$ cat src/srb_cfg.svh
// register map constants for the special register bank and its core master
`ifndef SRB_CFG_SVH
`define SRB_CFG_SVH

// ****************************************
// register offsets
// ****************************************
`define SRB_NREG        24
`define SRB_ADR_DPL     8'h82
`define SRB_ADR_DPH     8'h83
`define SRB_ADR_CORE_CLOCK_DIVIDER    8'h95
`define SRB_ADR_AUX     8'hA2
`define SRB_ADR_IENL    8'hA8
`define SRB_ADR_COMPARATOR_ONE_CONTROL    8'hAC
`define SRB_ADR_COMPARATOR_TWO_CONTROL    8'hAD
`define SRB_ADR_IPL     8'hB8
`define SRB_ADR_BRGC    8'hBD
`define SRB_ADR_BRGL    8'hBE
`define SRB_ADR_BRGH    8'hBF
`define SRB_ADR_TWCTL   8'hD8
`define SRB_ADR_TWSTAT  8'hD9
`define SRB_ADR_TWDAT   8'hDA
`define SRB_ADR_TWADR   8'hDB
`define SRB_ADR_TWSCLL  8'hDC
`define SRB_ADR_TWSCLH  8'hDD
`define SRB_ADR_ACC     8'hE0
`define SRB_ADR_FLCTL   8'hE4
`define SRB_ADR_FLDAT   8'hE5
`define SRB_ADR_FLADL   8'hE6
`define SRB_ADR_FLADH   8'hE7
`define SRB_ADR_IENH    8'hE8
`define SRB_ADR_BREG    8'hF0

// ****************************************
// reset values, bit masks, field positions
// ****************************************
`define SRB_RST_TWSTAT  8'hF8
`define SRB_RST_FLSTAT  8'h70
`define SRB_RSV_AUX     8'h02
`define SRB_RSV_BRGC    8'hFC
`define SRB_RSV_CMP     8'hC0
`define SRB_RSV_TWCTL   8'h82
`define SRB_RSV_IENH    8'hB8
`define SRB_RSV_IPL     8'h80
`define SRB_RSV_FLCTL   8'h70
`define SRB_ZERO_AUX    8'h04
`define SRB_ZERO_TWSTAT 8'h07
`define SRB_ONES_NONE   8'h00
`define SRB_AUX_SRST    3
`define SRB_TWC_SI      3
`define SRB_CMP_FLAG    0

// ****************************************
// core master registers (APB side)
// ****************************************
`define SRB_H_CMD       8'h00
`define SRB_H_STAT      8'h04
`define SRB_CMD_WR      16
`define SRB_CMD_BIT     17
`define SRB_ST_BUSY     0
`define SRB_ST_DONE     1
`define SRB_ST_ERR      2

`endif

$ cat src/srb_pkg.sv
// types and map helpers shared by both ends of the register bank link
package srb_pkg;
`include "srb_cfg.svh"

	localparam logic [`SRB_NREG-1:0][7:0] SRB_MAP = {
		`SRB_ADR_BREG, `SRB_ADR_IENH, `SRB_ADR_FLADH, `SRB_ADR_FLADL,
		`SRB_ADR_FLDAT, `SRB_ADR_FLCTL, `SRB_ADR_ACC, `SRB_ADR_TWSCLH,
		`SRB_ADR_TWSCLL, `SRB_ADR_TWADR, `SRB_ADR_TWDAT, `SRB_ADR_TWSTAT,
		`SRB_ADR_TWCTL, `SRB_ADR_BRGH, `SRB_ADR_BRGL, `SRB_ADR_BRGC,
		`SRB_ADR_IPL, `SRB_ADR_COMPARATOR_TWO_CONTROL, `SRB_ADR_COMPARATOR_ONE_CONTROL, `SRB_ADR_IENL,
		`SRB_ADR_AUX, `SRB_ADR_CORE_CLOCK_DIVIDER, `SRB_ADR_DPH, `SRB_ADR_DPL};

	typedef enum logic [1:0] {
		SRB_H_IDLE  = 2'b00,
		SRB_H_ISSUE = 2'b01,
		SRB_H_WAIT  = 2'b11
	} srb_hstate_t;

	typedef struct packed {
		logic [`SRB_NREG-1:0][7:0] r;
		logic                      ack;
		logic [7:0]                rdata;
		logic [7:0]                fcmd;
		logic                      fstb;
		logic                      srst;
	} srb_dev_t;

	typedef struct packed {
		srb_hstate_t fsm;
		logic        req;
		logic        wr;
		logic        bit_op;
		logic [7:0]  addr;
		logic [7:0]  wdata;
		logic        busy;
		logic        done;
		logic        err;
		logic [7:0]  rdata;
		logic        pready;
		logic        pslverr;
		logic [31:0] prdata;
	} srb_host_t;

	// bit 5 flags a mapped address, bits 4:0 give its slot
	function automatic logic [5:0] srb_index(input logic [7:0] a);
		srb_index = 6'h00;
		for (int i = 0; i < `SRB_NREG; i++)
			if (SRB_MAP[i] == a)
				srb_index = {1'b1, 5'(i)};
	endfunction

	function automatic logic srb_bit_ok(input logic [7:0] a);
		srb_bit_ok = (a == `SRB_ADR_ACC) || (a == `SRB_ADR_BREG) ||
			(a == `SRB_ADR_TWCTL) || (a == `SRB_ADR_IENL) ||
			(a == `SRB_ADR_IENH) || (a == `SRB_ADR_IPL);
	endfunction

	function automatic logic [7:0] srb_rsv(input logic [7:0] a);
		if (a == `SRB_ADR_AUX) srb_rsv = `SRB_RSV_AUX;
		else if (a == `SRB_ADR_BRGC) srb_rsv = `SRB_RSV_BRGC;
		else if (a == `SRB_ADR_COMPARATOR_ONE_CONTROL) srb_rsv = `SRB_RSV_CMP;
		else if (a == `SRB_ADR_COMPARATOR_TWO_CONTROL) srb_rsv = `SRB_RSV_CMP;
		else if (a == `SRB_ADR_TWCTL) srb_rsv = `SRB_RSV_TWCTL;
		else if (a == `SRB_ADR_IENH) srb_rsv = `SRB_RSV_IENH;
		else if (a == `SRB_ADR_IPL) srb_rsv = `SRB_RSV_IPL;
		else srb_rsv = 8'h00;
	endfunction

	function automatic logic [7:0] srb_zero(input logic [7:0] a);
		if (a == `SRB_ADR_AUX) srb_zero = `SRB_ZERO_AUX;
		else if (a == `SRB_ADR_TWSTAT) srb_zero = `SRB_ZERO_TWSTAT;
		else srb_zero = 8'h00;
	endfunction

	// no fixed-one positions exist in this map yet; kept for derivatives
	function automatic logic [7:0] srb_ones(input logic [7:0] a);
		srb_ones = (a == 8'h00) ? 8'h00 : `SRB_ONES_NONE;
	endfunction
endpackage

$ cat src/srb_if.sv
// core-side register access link between the bank and its master
`timescale 1ns/1ns
interface srb_if;
	logic       req;
	logic       wr;
	logic       bit_op;
	logic [7:0] addr;
	logic [7:0] wdata;
	logic [7:0] rdata;
	logic       ack;

	modport dev  (input req, wr, bit_op, addr, wdata, output rdata, ack);
	modport core (output req, wr, bit_op, addr, wdata, input rdata, ack);
endinterface

$ cat src/srb_device.sv
// special register bank: byte and bit access, fixed bits, flash views
`timescale 1ns/1ns

// Overview of operation
// core never touches undefined register addresses
// each register used only for its function
// reserved bits written zero, read undefined
// fixed-zero bits written zero, read zero
// fixed-one bits written one, read one
// bit addressable registers reachable bit by bit
// flash address reads status, writes command
// flash status view resets to 70 hex
// twowire status: code high, low three zero
// data pointer built from high and low
// read-only writes ignored, unmapped reads zero (here a twowire status write discards a same-cycle tw_stat_load)
module srb_device import srb_pkg::*; (
	input  wire logic        pclk,            // core clock
	input  wire logic        presetn,         // async reset, low
	srb_if.dev               core,            // register access link
	input  wire logic        tw_stat_load,    // new twowire status
	input  wire logic [4:0]  tw_stat_code,    // twowire status code
	input  wire logic        tw_event,        // sets twowire event flag
	input  wire logic [1:0]  cmp_flag_set,    // comparator change flags
	input  wire logic        fl_stat_load,    // new flash status
	input  wire logic        fl_busy,         // flash operation running
	input  wire logic        fl_hva,          // high voltage abort
	input  wire logic        fl_hve,          // high voltage error
	input  wire logic        fl_sv,           // security violation
	input  wire logic        fl_oi,           // operation interrupted
	output logic [15:0]      data_pointer_pair,      // 16-bit pointer
	output logic [7:0]       core_clock_divider,     // clock divider
	output logic [7:0]       auxiliary_function,     // aux control
	output logic [7:0]       interrupt_enable_low,   // enables low
	output logic [7:0]       interrupt_enable_high,  // enables high
	output logic [7:0]       interrupt_priority_low, // priority low
	output logic [7:0]       comparator_one_control, // comparator 1
	output logic [7:0]       comparator_two_control, // comparator 2
	output logic [7:0]       baud_gen_control,       // baud control
	output logic [15:0]      baud_gen_rate,          // baud divisor
	output logic [7:0]       twowire_control,        // twowire control
	output logic [7:0]       twowire_data,           // twowire data
	output logic [7:0]       twowire_own_address,    // own address
	output logic [7:0]       twowire_clock_low,      // scl low time
	output logic [7:0]       twowire_clock_high,     // scl high time
	output logic [7:0]       arith_main_operand,     // accumulator
	output logic [7:0]       multiply_aux_operand,   // aux operand
	output logic [7:0]       flash_data_byte,        // flash data
	output logic [15:0]      flash_address,          // flash address
	output logic [7:0]       flash_command_code,     // last command
	output logic             flash_command_stb,      // command pulse
	output logic             soft_reset_stb          // soft reset pulse
);
	// ****************************************
	// register slots
	// ****************************************
	localparam logic [4:0] IX_DPL   = 5'(srb_index(`SRB_ADR_DPL));
	localparam logic [4:0] IX_DPH   = 5'(srb_index(`SRB_ADR_DPH));
	localparam logic [4:0] IX_CORE_CLOCK_DIVIDER  = 5'(srb_index(`SRB_ADR_CORE_CLOCK_DIVIDER));
	localparam logic [4:0] IX_AUX   = 5'(srb_index(`SRB_ADR_AUX));
	localparam logic [4:0] IX_IENL  = 5'(srb_index(`SRB_ADR_IENL));
	localparam logic [4:0] IX_COMPARATOR_ONE_CONTROL  = 5'(srb_index(`SRB_ADR_COMPARATOR_ONE_CONTROL));
	localparam logic [4:0] IX_COMPARATOR_TWO_CONTROL  = 5'(srb_index(`SRB_ADR_COMPARATOR_TWO_CONTROL));
	localparam logic [4:0] IX_IPL   = 5'(srb_index(`SRB_ADR_IPL));
	localparam logic [4:0] IX_BRGC  = 5'(srb_index(`SRB_ADR_BRGC));
	localparam logic [4:0] IX_BRGL  = 5'(srb_index(`SRB_ADR_BRGL));
	localparam logic [4:0] IX_BRGH  = 5'(srb_index(`SRB_ADR_BRGH));
	localparam logic [4:0] IX_TWC   = 5'(srb_index(`SRB_ADR_TWCTL));
	localparam logic [4:0] IX_TWS   = 5'(srb_index(`SRB_ADR_TWSTAT));
	localparam logic [4:0] IX_TWD   = 5'(srb_index(`SRB_ADR_TWDAT));
	localparam logic [4:0] IX_TWA   = 5'(srb_index(`SRB_ADR_TWADR));
	localparam logic [4:0] IX_TWL   = 5'(srb_index(`SRB_ADR_TWSCLL));
	localparam logic [4:0] IX_TWH   = 5'(srb_index(`SRB_ADR_TWSCLH));
	localparam logic [4:0] IX_ACC   = 5'(srb_index(`SRB_ADR_ACC));
	localparam logic [4:0] IX_FMC   = 5'(srb_index(`SRB_ADR_FLCTL));
	localparam logic [4:0] IX_FMD   = 5'(srb_index(`SRB_ADR_FLDAT));
	localparam logic [4:0] IX_FAL   = 5'(srb_index(`SRB_ADR_FLADL));
	localparam logic [4:0] IX_FAH   = 5'(srb_index(`SRB_ADR_FLADH));
	localparam logic [4:0] IX_IENH  = 5'(srb_index(`SRB_ADR_IENH));
	localparam logic [4:0] IX_B     = 5'(srb_index(`SRB_ADR_BREG));

	srb_dev_t   st_reg;
	srb_dev_t   st_next;
	logic [7:0] bm_byte;
	logic [2:0] bm_bit;
	logic       bm_ok;
	logic [7:0] tgt;
	logic [5:0] slot;
	logic       hit;
	logic [7:0] cur;
	logic [7:0] wmask;

	// ****************************************
	// address decode
	// ****************************************
	srb_bitmap u_bitmap (
		.bit_addr  (core.addr),
		.byte_addr (bm_byte),
		.bit_pos   (bm_bit),
		.bit_ok    (bm_ok)
	);

	assign tgt  = core.bit_op ? bm_byte : core.addr;
	assign slot = srb_index(tgt);
	assign hit  = slot[5] && (!core.bit_op || bm_ok);
	// fixed bits are forced on the read path, whatever is stored
	assign cur  = (st_reg.r[slot[4:0]] & ~srb_zero(tgt))
		| srb_ones(tgt);

	// status views take no software data; reserved and fixed bits
	// keep their stored value so reserved reads stay stable
	always_comb begin
		if (tgt == `SRB_ADR_TWSTAT || tgt == `SRB_ADR_FLCTL)
			wmask = 8'h00;
		else
			wmask = ~(srb_rsv(tgt) | srb_zero(tgt) | srb_ones(tgt));
	end

	// ****************************************
	// next state
	// ****************************************
	always_comb begin
		logic [7:0] nv;
		nv = core.wdata;
		st_next = st_reg;
		st_next.ack  = 1'b0;
		st_next.fstb = 1'b0;
		st_next.srst = 1'b0;
		if (tw_stat_load)
			st_next.r[IX_TWS] = {tw_stat_code, 3'b000};
		if (fl_stat_load)
			st_next.r[IX_FMC] = {fl_busy, st_reg.r[IX_FMC][6:4],
				fl_hva, fl_hve, fl_sv, fl_oi};
		if (core.req) begin
			st_next.ack   = 1'b1;
			st_next.rdata = 8'h00;
			if (hit && !core.wr) begin
				if (core.bit_op)
					st_next.rdata = {7'h00, cur[bm_bit]};
				else
					st_next.rdata = cur;
			end else if (hit && tgt == `SRB_ADR_FLCTL) begin
				// command path only; status view is left untouched
				st_next.fcmd = core.wdata;
				st_next.fstb = 1'b1;
			end else if (hit) begin
				if (core.bit_op) begin
					nv = cur;
					nv[bm_bit] = core.wdata[0];
				end
				st_next.r[slot[4:0]] = (st_reg.r[slot[4:0]] & ~wmask)
					| (nv & wmask);
				if (tgt == `SRB_ADR_AUX && nv[`SRB_AUX_SRST]) begin
					st_next.srst = 1'b1;
					// self-clearing: a stored one would re-fire later
					st_next.r[IX_AUX][`SRB_AUX_SRST] = 1'b0;
				end
			end
		end
		// hardware sets come last so a same-cycle clear loses
		if (tw_event)
			st_next.r[IX_TWC][`SRB_TWC_SI] = 1'b1;
		if (cmp_flag_set[0])
			st_next.r[IX_COMPARATOR_ONE_CONTROL][`SRB_CMP_FLAG] = 1'b1;
		if (cmp_flag_set[1])
			st_next.r[IX_COMPARATOR_TWO_CONTROL][`SRB_CMP_FLAG] = 1'b1;
	end

	// ****************************************
	// state register
	// ****************************************
	always_ff @(posedge pclk or negedge presetn) begin
		if (!presetn) begin
			st_reg <= '0;
			st_reg.r[IX_TWS] <= `SRB_RST_TWSTAT;
			st_reg.r[IX_FMC] <= `SRB_RST_FLSTAT;
		end else begin
			st_reg <= st_next;
		end
	end

	// ****************************************
	// outputs
	// ****************************************
	assign core.ack   = st_reg.ack;
	assign core.rdata = st_reg.rdata;

	assign data_pointer_pair = {st_reg.r[IX_DPH], st_reg.r[IX_DPL]};
	assign core_clock_divider     = st_reg.r[IX_CORE_CLOCK_DIVIDER];
	assign auxiliary_function     = st_reg.r[IX_AUX];
	assign interrupt_enable_low   = st_reg.r[IX_IENL];
	assign interrupt_enable_high  = st_reg.r[IX_IENH];
	assign interrupt_priority_low = st_reg.r[IX_IPL];
	assign comparator_one_control = st_reg.r[IX_COMPARATOR_ONE_CONTROL];
	assign comparator_two_control = st_reg.r[IX_COMPARATOR_TWO_CONTROL];
	assign baud_gen_control       = st_reg.r[IX_BRGC];
	assign baud_gen_rate          = {st_reg.r[IX_BRGH], st_reg.r[IX_BRGL]};
	assign twowire_control        = st_reg.r[IX_TWC];
	assign twowire_data           = st_reg.r[IX_TWD];
	assign twowire_own_address    = st_reg.r[IX_TWA];
	assign twowire_clock_low      = st_reg.r[IX_TWL];
	assign twowire_clock_high     = st_reg.r[IX_TWH];
	assign arith_main_operand     = st_reg.r[IX_ACC];
	assign multiply_aux_operand   = st_reg.r[IX_B];
	assign flash_data_byte        = st_reg.r[IX_FMD];
	assign flash_address          = {st_reg.r[IX_FAH], st_reg.r[IX_FAL]};
	assign flash_command_code     = st_reg.fcmd;
	assign flash_command_stb      = st_reg.fstb;
	assign soft_reset_stb         = st_reg.srst;
endmodule

$ cat src/srb_bitmap.sv
// splits a bit address into its owning register and bit position
`timescale 1ns/1ns
module srb_bitmap import srb_pkg::*; (
	input  wire logic [7:0] bit_addr,   // bit address from the core
	output logic      [7:0] byte_addr,  // owning register address
	output logic      [2:0] bit_pos,    // bit inside that register
	output logic            bit_ok      // register is bit addressable
);
	// ****************************************
	// bit address split
	// ****************************************
	always_comb begin
		byte_addr = {bit_addr[7:3], 3'b000};
		bit_pos   = bit_addr[2:0];
		bit_ok    = srb_bit_ok(byte_addr);
	end
endmodule

$ cat src/flat_wrapper.sv
// flat-port wrapper written by rule: the top's interface ports become plain ports
module srb_device_flat import srb_pkg::*;
  (pclk, presetn, tw_stat_load, tw_stat_code, tw_event, cmp_flag_set, fl_stat_load, fl_busy, fl_hva, fl_hve, fl_sv, fl_oi, data_pointer_pair, core_clock_divider, auxiliary_function, interrupt_enable_low, interrupt_enable_high, interrupt_priority_low, comparator_one_control, comparator_two_control, baud_gen_control, baud_gen_rate, twowire_control, twowire_data, twowire_own_address, twowire_clock_low, twowire_clock_high, arith_main_operand, multiply_aux_operand, flash_data_byte, flash_address, flash_command_code, flash_command_stb, soft_reset_stb, core_req, core_wr, core_bit_op, core_addr, core_wdata, core_rdata, core_ack);
  srb_if core_i ();
  input  wire logic pclk;
  input  wire logic presetn;
  input  wire logic tw_stat_load;
  input  wire logic [4:0] tw_stat_code;
  input  wire logic tw_event;
  input  wire logic [1:0] cmp_flag_set;
  input  wire logic fl_stat_load;
  input  wire logic fl_busy;
  input  wire logic fl_hva;
  input  wire logic fl_hve;
  input  wire logic fl_sv;
  input  wire logic fl_oi;
  output logic [15:0] data_pointer_pair;
  output logic [7:0] core_clock_divider;
  output logic [7:0] auxiliary_function;
  output logic [7:0] interrupt_enable_low;
  output logic [7:0] interrupt_enable_high;
  output logic [7:0] interrupt_priority_low;
  output logic [7:0] comparator_one_control;
  output logic [7:0] comparator_two_control;
  output logic [7:0] baud_gen_control;
  output logic [15:0] baud_gen_rate;
  output logic [7:0] twowire_control;
  output logic [7:0] twowire_data;
  output logic [7:0] twowire_own_address;
  output logic [7:0] twowire_clock_low;
  output logic [7:0] twowire_clock_high;
  output logic [7:0] arith_main_operand;
  output logic [7:0] multiply_aux_operand;
  output logic [7:0] flash_data_byte;
  output logic [15:0] flash_address;
  output logic [7:0] flash_command_code;
  output logic flash_command_stb;
  output logic soft_reset_stb;
  input wire logic [$bits(core_i.req)-1:0] core_req;
  input wire logic [$bits(core_i.wr)-1:0] core_wr;
  input wire logic [$bits(core_i.bit_op)-1:0] core_bit_op;
  input wire logic [$bits(core_i.addr)-1:0] core_addr;
  input wire logic [$bits(core_i.wdata)-1:0] core_wdata;
  output wire logic [$bits(core_i.rdata)-1:0] core_rdata;
  output wire logic [$bits(core_i.ack)-1:0] core_ack;
  assign core_i.req = core_req;
  assign core_i.wr = core_wr;
  assign core_i.bit_op = core_bit_op;
  assign core_i.addr = core_addr;
  assign core_i.wdata = core_wdata;
  assign core_rdata = core_i.rdata;
  assign core_ack = core_i.ack;
  srb_device u_core (.pclk(pclk), .presetn(presetn), .core(core_i), .tw_stat_load(tw_stat_load), .tw_stat_code(tw_stat_code), .tw_event(tw_event), .cmp_flag_set(cmp_flag_set), .fl_stat_load(fl_stat_load), .fl_busy(fl_busy), .fl_hva(fl_hva), .fl_hve(fl_hve), .fl_sv(fl_sv), .fl_oi(fl_oi), .data_pointer_pair(data_pointer_pair), .core_clock_divider(core_clock_divider), .auxiliary_function(auxiliary_function), .interrupt_enable_low(interrupt_enable_low), .interrupt_enable_high(interrupt_enable_high), .interrupt_priority_low(interrupt_priority_low), .comparator_one_control(comparator_one_control), .comparator_two_control(comparator_two_control), .baud_gen_control(baud_gen_control), .baud_gen_rate(baud_gen_rate), .twowire_control(twowire_control), .twowire_data(twowire_data), .twowire_own_address(twowire_own_address), .twowire_clock_low(twowire_clock_low), .twowire_clock_high(twowire_clock_high), .arith_main_operand(arith_main_operand), .multiply_aux_operand(multiply_aux_operand), .flash_data_byte(flash_data_byte), .flash_address(flash_address), .flash_command_code(flash_command_code), .flash_command_stb(flash_command_stb), .soft_reset_stb(soft_reset_stb));
endmodule
$ cat config.mk
export PLATFORM = sky130hd
export DESIGN_NAME = srb_device_flat
export DESIGN_NICKNAME = d
export VERILOG_FILES = /design/src/srb_pkg.sv /design/src/srb_if.sv /design/src/srb_device.sv /design/src/srb_bitmap.sv /design/src/flat_wrapper.sv
export VERILOG_INCLUDE_DIRS = /design/src
export SDC_FILE = /design/constraint.sdc
export NUM_CORES = 1
export LEC_CHECK = 0
export BUFFER_PORTS_ARGS = -buffer_cell sky130_fd_sc_hd__buf_2
export CAP_MARGIN = 20
export CELL_PAD_IN_SITES_DETAIL_PLACEMENT = 2
export CELL_PAD_IN_SITES_GLOBAL_PLACEMENT = 2
export CORE_AREA = 2 2 192 194
export CTS_CLUSTER_SIZE = 8
export DETAILED_ROUTE_END_ITERATION = 8
export DIE_AREA = 0 0 194 196
export HOLD_SLACK_MARGIN = 0.1
export PLACE_DENSITY = 0.81
export SLEW_MARGIN = 25
export SYNTH_ARGS = -nofsm -noshare
export SYNTH_HDL_FRONTEND = slang
export SYNTH_SLANG_ARGS = --single-unit
$ cat constraint.sdc
create_clock -name pclk -period 2.5 [get_ports pclk]
set_input_delay 0.125 -clock pclk [delete_from_list [all_inputs] [get_ports pclk]]
set_output_delay 0.125 -clock pclk [all_outputs]
set_load 0.03 [all_outputs]
### After elaboration in Yosys (flattened, before gate mapping)

Index checks and enable logic that the tools add are counted.

| operators by class | value |
|---|---|
| $lt $le $gt $ge | 4 |
| equality and inequality tests | 45 |
| mux-type cells | 69 |
| bitwise logic cells | 10 |
| reduce and logical (&&, ||, !) cells | 26 |

Operator list:

| operator | count |
|---|---|
| $mux 152 | 3 |
| $bwmux 192 | 1 |
| $eq 8x8->1 const A | 24 |
| $mux 8 | 22 |
| $mux 171 | 1 |
| $mux 6 | 24 |
| $eq 8x8->1 const B | 9 |
| $bmux 8 s5 | 1 |
| $demux 8 s5 | 1 |
| $eq 5x5->1 const B | 6 |
| $and 8x8->8 | 3 |
| $not 8->8 | 3 |
| $or 8x8->8 | 2 |
| $reduce_and 4->1 | 4 |
| $ne 2x2->1 const B | 6 |
| $reduce_bool 2->1 | 6 |
| $mux 10 | 1 |
| $mux 1 | 9 |
| $mux 9 | 1 |
| $bwmux 8 | 1 |
| $logic_or 1x1->1 | 7 |
| $logic_and 1x1->1 | 6 |
| $lt 5x6->1 const B | 1 |
| $mux 3 | 2 |
| 8 further kinds | 10 |

| storage, ports and cells | value |
|---|---|
| bits in registers | 211 |
| input port bits | 36 |
| output and inout bits | 195 |
| word-level logic and storage cells | 186 |

### Depth between registers and ports, before layout

| logic depth | value |
|---|---|
| depth in word-level cells | 44 |
| gate-level depth with buffers | 18 |

### Hierarchy

From an unflattened synthesis, not the netlist that was laid out.

| unflattened totals | value |
|---|---|
| cell total of the unflattened synthesis | 1340 |
| area, all modules | 12607.1 sq um |

By module, submodules not included:

| module | times used | cells an instance | area an instance (sq um) | seq. area each (sq um) |
|---|---|---|---|---|
| srb_device | 1 | 1322 | 12485.7 | 5290.1 |
| srb_bitmap | 1 | 18 | 121.4 | 0.0 |

### Worst setup path before layout

OpenSTA, ideal clock, no wires.

| path | value |
|---|---|
| path kind | input -> register |
| from | input core_addr[1] |
| to | register u_core.st_reg[122] (netlist bit) |
| library setup time | 0.073 ns |
| arrival time | 3.111 ns |
| required time | 2.427 ns |
| setup slack | -0.684 ns |
| stages | 16 |
| cells stage by stage | clkbuf_2 > and3b_1 > o211ai_1 > o2111ai_1 > and3b_1 > clkbuf_1 > buf_2 > buf_2 > buf_2 > mux2i_1 > mux2i_1 > o21ai_1 > a2bb2oi_2 > buf_2 > nor2_1 > a21oi_1 |

RTL lines:

| item | RTL line | text |
|---|---|---|
| from (decl) | flat_wrapper.sv:42 | `input wire logic [$bits(core_i.addr)-1:0] core_addr;` |
| to (signal assigned) | srb_device.sv:177 | `st_reg <= st_next;` |
| to (decl) | srb_device.sv:81 | `srb_dev_t st_reg;` |

### Worst setup path after layout

| path | value |
|---|---|
| from | input core_addr[2] |
| to | register u_core.st_reg, in the netlist u_core.interrupt_priority_low[4] |

| on the way | value |
|---|---|
| longest elaborated chain between the ends | 37 |
| elaborated cells between the ends (all ways) | 98 |
| classes of those cells | 4 x order compare; 32 x eq/ne; 46 x mux; 9 x bitwise; 7 x reduce/logical |

Ends and longest elaborated chain:

| item | RTL line | text |
|---|---|---|
| $mux 3 | srb_device.sv:102 | `assign tgt = core.bit_op ? bm_byte : core.addr;` |
| $eq 8x8->1 | srb_pkg.sv:48 | `if (SRB_MAP[i] == a)` |
| $mux 6 (23 in a row) | srb_pkg.sv:48 |  |
| $bmux 8 s5 | srb_device.sv:106, srb_device.sv:150 |  |
| $mux 8 (not written as such) | srb_device.sv:106, srb_device.sv:150 |  |
| $and 8x8->8 | srb_device.sv:106 | `assign cur = (st_reg.r[slot[4:0]] & ~srb_zero(tgt))` |
| $bwmux 8 | srb_device.sv:148 | `nv[bm_bit] = core.wdata[0];` |
| $mux 8 | srb_device.sv:146 | `if (core.bit_op) begin` |
| $mux 8 | srb_device.sv:145 | `end else if (hit) begin` |
| $mux 8 | srb_device.sv:141 | `` end else if (hit && tgt == `SRB_ADR_FLCTL) begin `` |
| $mux 8 | srb_device.sv:136 | `if (hit && !core.wr) begin` |
| $mux 8 | srb_device.sv:133 | `if (core.req) begin` |
| $and 8x8->8 | srb_device.sv:151 | `\| (nv & wmask);` |
| $or 8x8->8 | srb_device.sv:151 |  |
| $bwmux 192 | srb_device.sv:150 | `st_next.r[slot[4:0]] = (st_reg.r[slot[4:0]] & ~wmask)` |

Parallel ways exist; a longest one is shown, timed or not. The select of a mux whose other input is x is not followed.
A chain may end at the register's enable or synchronous reset.

==> run_results.csv <==
group,metric,value,unit
die,die_y,196,um
routing,vias_per_cell,6.385,
power,p_sw,3.965,mW
clocking,cts_sinks,211,
setup_path,r2r-start,"u_core.flash_address[11]",
routing,ant_nets,0,
power,seqPwrFrac,32.6,%
power,internal_power,7.366,mW
routing,num_vias,13500,
setup_path,critPathRequiredTime,2950,ps
clocking,tritoncts,"yes",
grt,track_usage,39.34,%
synthesis,ys_ff_latch,211,
power,pwr-share-clk,39.5,%
die,core,0.03608,sq mm
placed_design,port_buffers,230,
routing,drc,0,
grt,grt.overflow.total,0,
outcome,violations,"setup timing",
placed_design,pre_cts_ws,-1606,ps
setup_path,reg2reg_depth,8,
synthesis,synth-seq-area-share,43.80,%
synthesis,syn_inst,1292,
synthesis,synth_area,0.01208,sq mm
clocking,h-tree-depth,1,
timing,rsz0062_at_grt,"true",
power,p_sw_share,34.99,%
setup_path,r2r_end,"u_core.twowire_control[3]",
power,pwr-share-comb,27.9,%
routing,dr.pass1.iters,6,
grt,grt_pass1_vias,14180,
grt,grt_max_degree,70,
min_path,min_path_cells,3,
setup_path,startpoint_type,"primary input",
synthesis,ys_types,80,
die,num_io_pins,231,
power,power.leakage,8.861,nW
power,power_density,606.1,mW/mm^2
placed_design,placed_area,0.01418,sq mm
die,die_w,194,um
final_layout,seq_area,0.005290,sq mm
die,initial_core_util,33.47,%
setup_path,path_max_fanout,5,
timing,slew_viol_final,0,
timing,fin_crit_sh,139.6,%
final_layout,syn_to_final_growth,54.79,%
setup_path,crit_path_end_kind,"flip-flop",
setup_path,regToRegSetupSlack,-440,ps
clocking,cts.root.buffer_cell,"clkbuf_16",
synthesis,syn-num-nets,1328,
setup_path,cp.arrival,3940,ps
placed_design,place_congestion,0.9305,
placed_design,place_hpwl,41870,um
die,fp-row-count,70,
final_layout,fill_cells,3581,
routing,drt_wl_total,86340,um
timing,maxSlewHeadroom,32.65,%
min_path,hold_start,"tw_stat_load",
clocking,cts_buffers,31,
power,ir_drop,0.4689,mV
timing,fin_ws,-990.9,ps
timing,worst_pin_slew,1002,ps
final_layout,nets,1661,
timing,fmax,286.5,MHz
min_path,holdPathEnd,"u_core.st_reg[121]",
final_layout,diodes,0,
die,die_area,0.03802,sq mm
final_layout,postLayoutCellArea,0.01870,sq mm
synthesis,synthFlopType,"dfrtp_1",
setup_path,crit_type,"in2reg",
synthesis,postSynthAreaPerCell,9.348,sq um
clocking,clkLatencyLatePin,600,ps
grt,antenna_found_initial,3,
clocking,clock_path_buffers,3,
final_layout,multi_input_area,0.006693,sq mm
timing,finClkSkew,32.01,ps
grt,grt_pass1_wl,109200,um
min_path,hp-class,"in2reg",
clocking,clk_pin_slew,60,ps
timing,setup_viol,174,
synthesis,yosysWarnings,0,
timing,finalCriticalPeriod,3491,ps
flow_run,max-cap-violations,0,
outcome,status,"complete, but fails checks",
timing,hold_viol_final,0,
synthesis,synth-edff-count,0,
final_layout,drive_above_1_share,57.23,%
synthesis,async_flop_share,100.0,%
routing,drt_iter0_markers,1583,
routing,wire_per_inst,40.84,um
-- how the worst max path moves through the flow --
stage,to,depth (start not counted),start,slack (ps)
2_1_floorplan,u_core.twowire_control[3],15,core_addr[3],-540
3_3_place_gp,u_core.flash_address[4],14,core_addr[5],-1340
3_5_place_dp,u_core.flash_address[12],15,core_addr[7],-1610
4_1_cts,u_core.baud_gen_rate[12],18,core_addr[6],-600
5_1_grt,u_core.interrupt_priority_low[4],21,core_addr[2],-1070
6_report,u_core.interrupt_priority_low[4],21,core_addr[2],-990
-- logic make-up after synthesis --
group / count (synthesis) / share of synthesized area (%)
simple gates: 365 / 14.24
mux: 130 / 11.42
xor+xnor: 5 / 0.3626
compound gates: 268 / 13.75
buf+inv: 313 / 16.43
flops: 211 / 43.80
-- area by class of cell --
type | instances | share of cell area (%)
clock buffers | 50 | 4.531
clock inverters | 4 | 0.3949
inverters | 21 | 0.4216
multi-input cells | 769 | 35.80
flip-flops and latches | 211 | 28.30
well taps | 468 | 3.132
repair buffers | 591 | 27.43
-- routing by layer --
metal / GRT usage [%] / wire, um / vias up
met1: 47.03 / 31340 / 6794
met3: 9.764 / 8298 / 546
met5: 0 / 28 / -
li1: - / - / 4979
met4: 25.45 / 8380 / 4
met2: 63.38 / 38290 / 1174
-- cell usage after synthesis (4+ instances only) --
master / number / area share (%)
dfstp_2: 8 / 1.7
a211o_1: 4 / 0.29
nand3b_1: 5 / 0.31
buf_6: 5 / 0.47
o21ai_0: 116 / 4.8
nor3_1: 17 / 0.70
or3_1: 5 / 0.26
o22ai_1: 22 / 1.1
nand2_1: 189 / 5.9
clkbuf_1: 61 / 1.9
inv_1: 21 / 0.65
mux2_2: 62 / 5.8
a21oi_1: 34 / 1.4
buf_4: 193 / 12
nor3b_1: 6 / 0.37
nand2b_1: 7 / 0.36
buf_2: 26 / 1.1
mux2i_1: 68 / 5.6
o21ai_1: 13 / 0.54
nand4_1: 4 / 0.21
o32ai_1: 6 / 0.44
xnor2_1: 4 / 0.29
and2_1: 6 / 0.31
nand3_1: 40 / 1.7
o31ai_1: 4 / 0.25
a211oi_1: 8 / 0.50
nor2b_1: 6 / 0.31
dfrtp_1: 203 / 42
nor2_1: 46 / 1.4
a22oi_1: 5 / 0.31
a31oi_1: 7 / 0.36
nor4_1: 5 / 0.26
a31o_2: 4 / 0.29
-- stage by stage --
| step | setup TNS [ps] | hold WS (ps) | total power [mW] | instances | util (%) |
|---|---|---|---|---|---|
| floorplan | -50070 | -170.6 | 4.712 | 1292 | - |
| global placement | -169610 | 124.6 | 5.363 | 1922 | 39.29 |
| detailed placement | -189760 | 144.5 | 5.435 | 1922 | 39.30 |
| CTS | -71140 | 106.7 | 10.46 | 2081 | 48.62 |
| global route | -137770 | 127.6 | 11.42 | 2114 | 51.81 |
| finish | -132130 | 90.19 | 11.33 | 2114 | 51.81 |
-- cell usage in the layout, fill, tap and decap left out, types with 36 or more instances in the layout --
cell type	n
nor2_1	40
dfrtp_1	203
buf_12	50
buf_4	211
buf_2	222
o21ai_2	58
mux2i_1	36
mux2_2	50
buf_6	54
nand2_1	170
-- repair_timing --
item                                   in CTS  in global routing
cloned                                     16                  2
setup endpoints to repair                 169                174
hold buffers                               30                  0
endpoints found under the hold margin     147                  0
pin swaps                                  57                 64
buffers inserted                           62                 42
gates resized for setup                   312                197
-- worst max-delay path, stage by stage --
cell,delay (ps)
buf_12,110
buf_12,130
buf_8,130
nor3b_1,300
o211ai_1,220
nand2_2,150
buf_4,140
a31o_4,250
buf_12,180
buf_4,130
mux2i_1,400
buf_4,210
o32ai_2,80
a21oi_2,150
nand3_2,190
a21o_1,250
a221oi_4,240
buf_6,190
buf_12,130
buf_16,130
a21oi_2,60
-- power by group through the flow --
stage          clock network (mW)  registers [mW]  logic (mW)
3_3_place_gp                    0            3.69        1.67
3_5_place_dp                    0            3.70        1.73
2_1_floorplan                   0            3.65        1.06
6_report                     4.48            3.70        3.16
5_1_grt                      4.56            3.70        3.17
4_1_cts                      4.24            3.65        2.57
No activity file was read; power rests on OpenSTA's default activity.
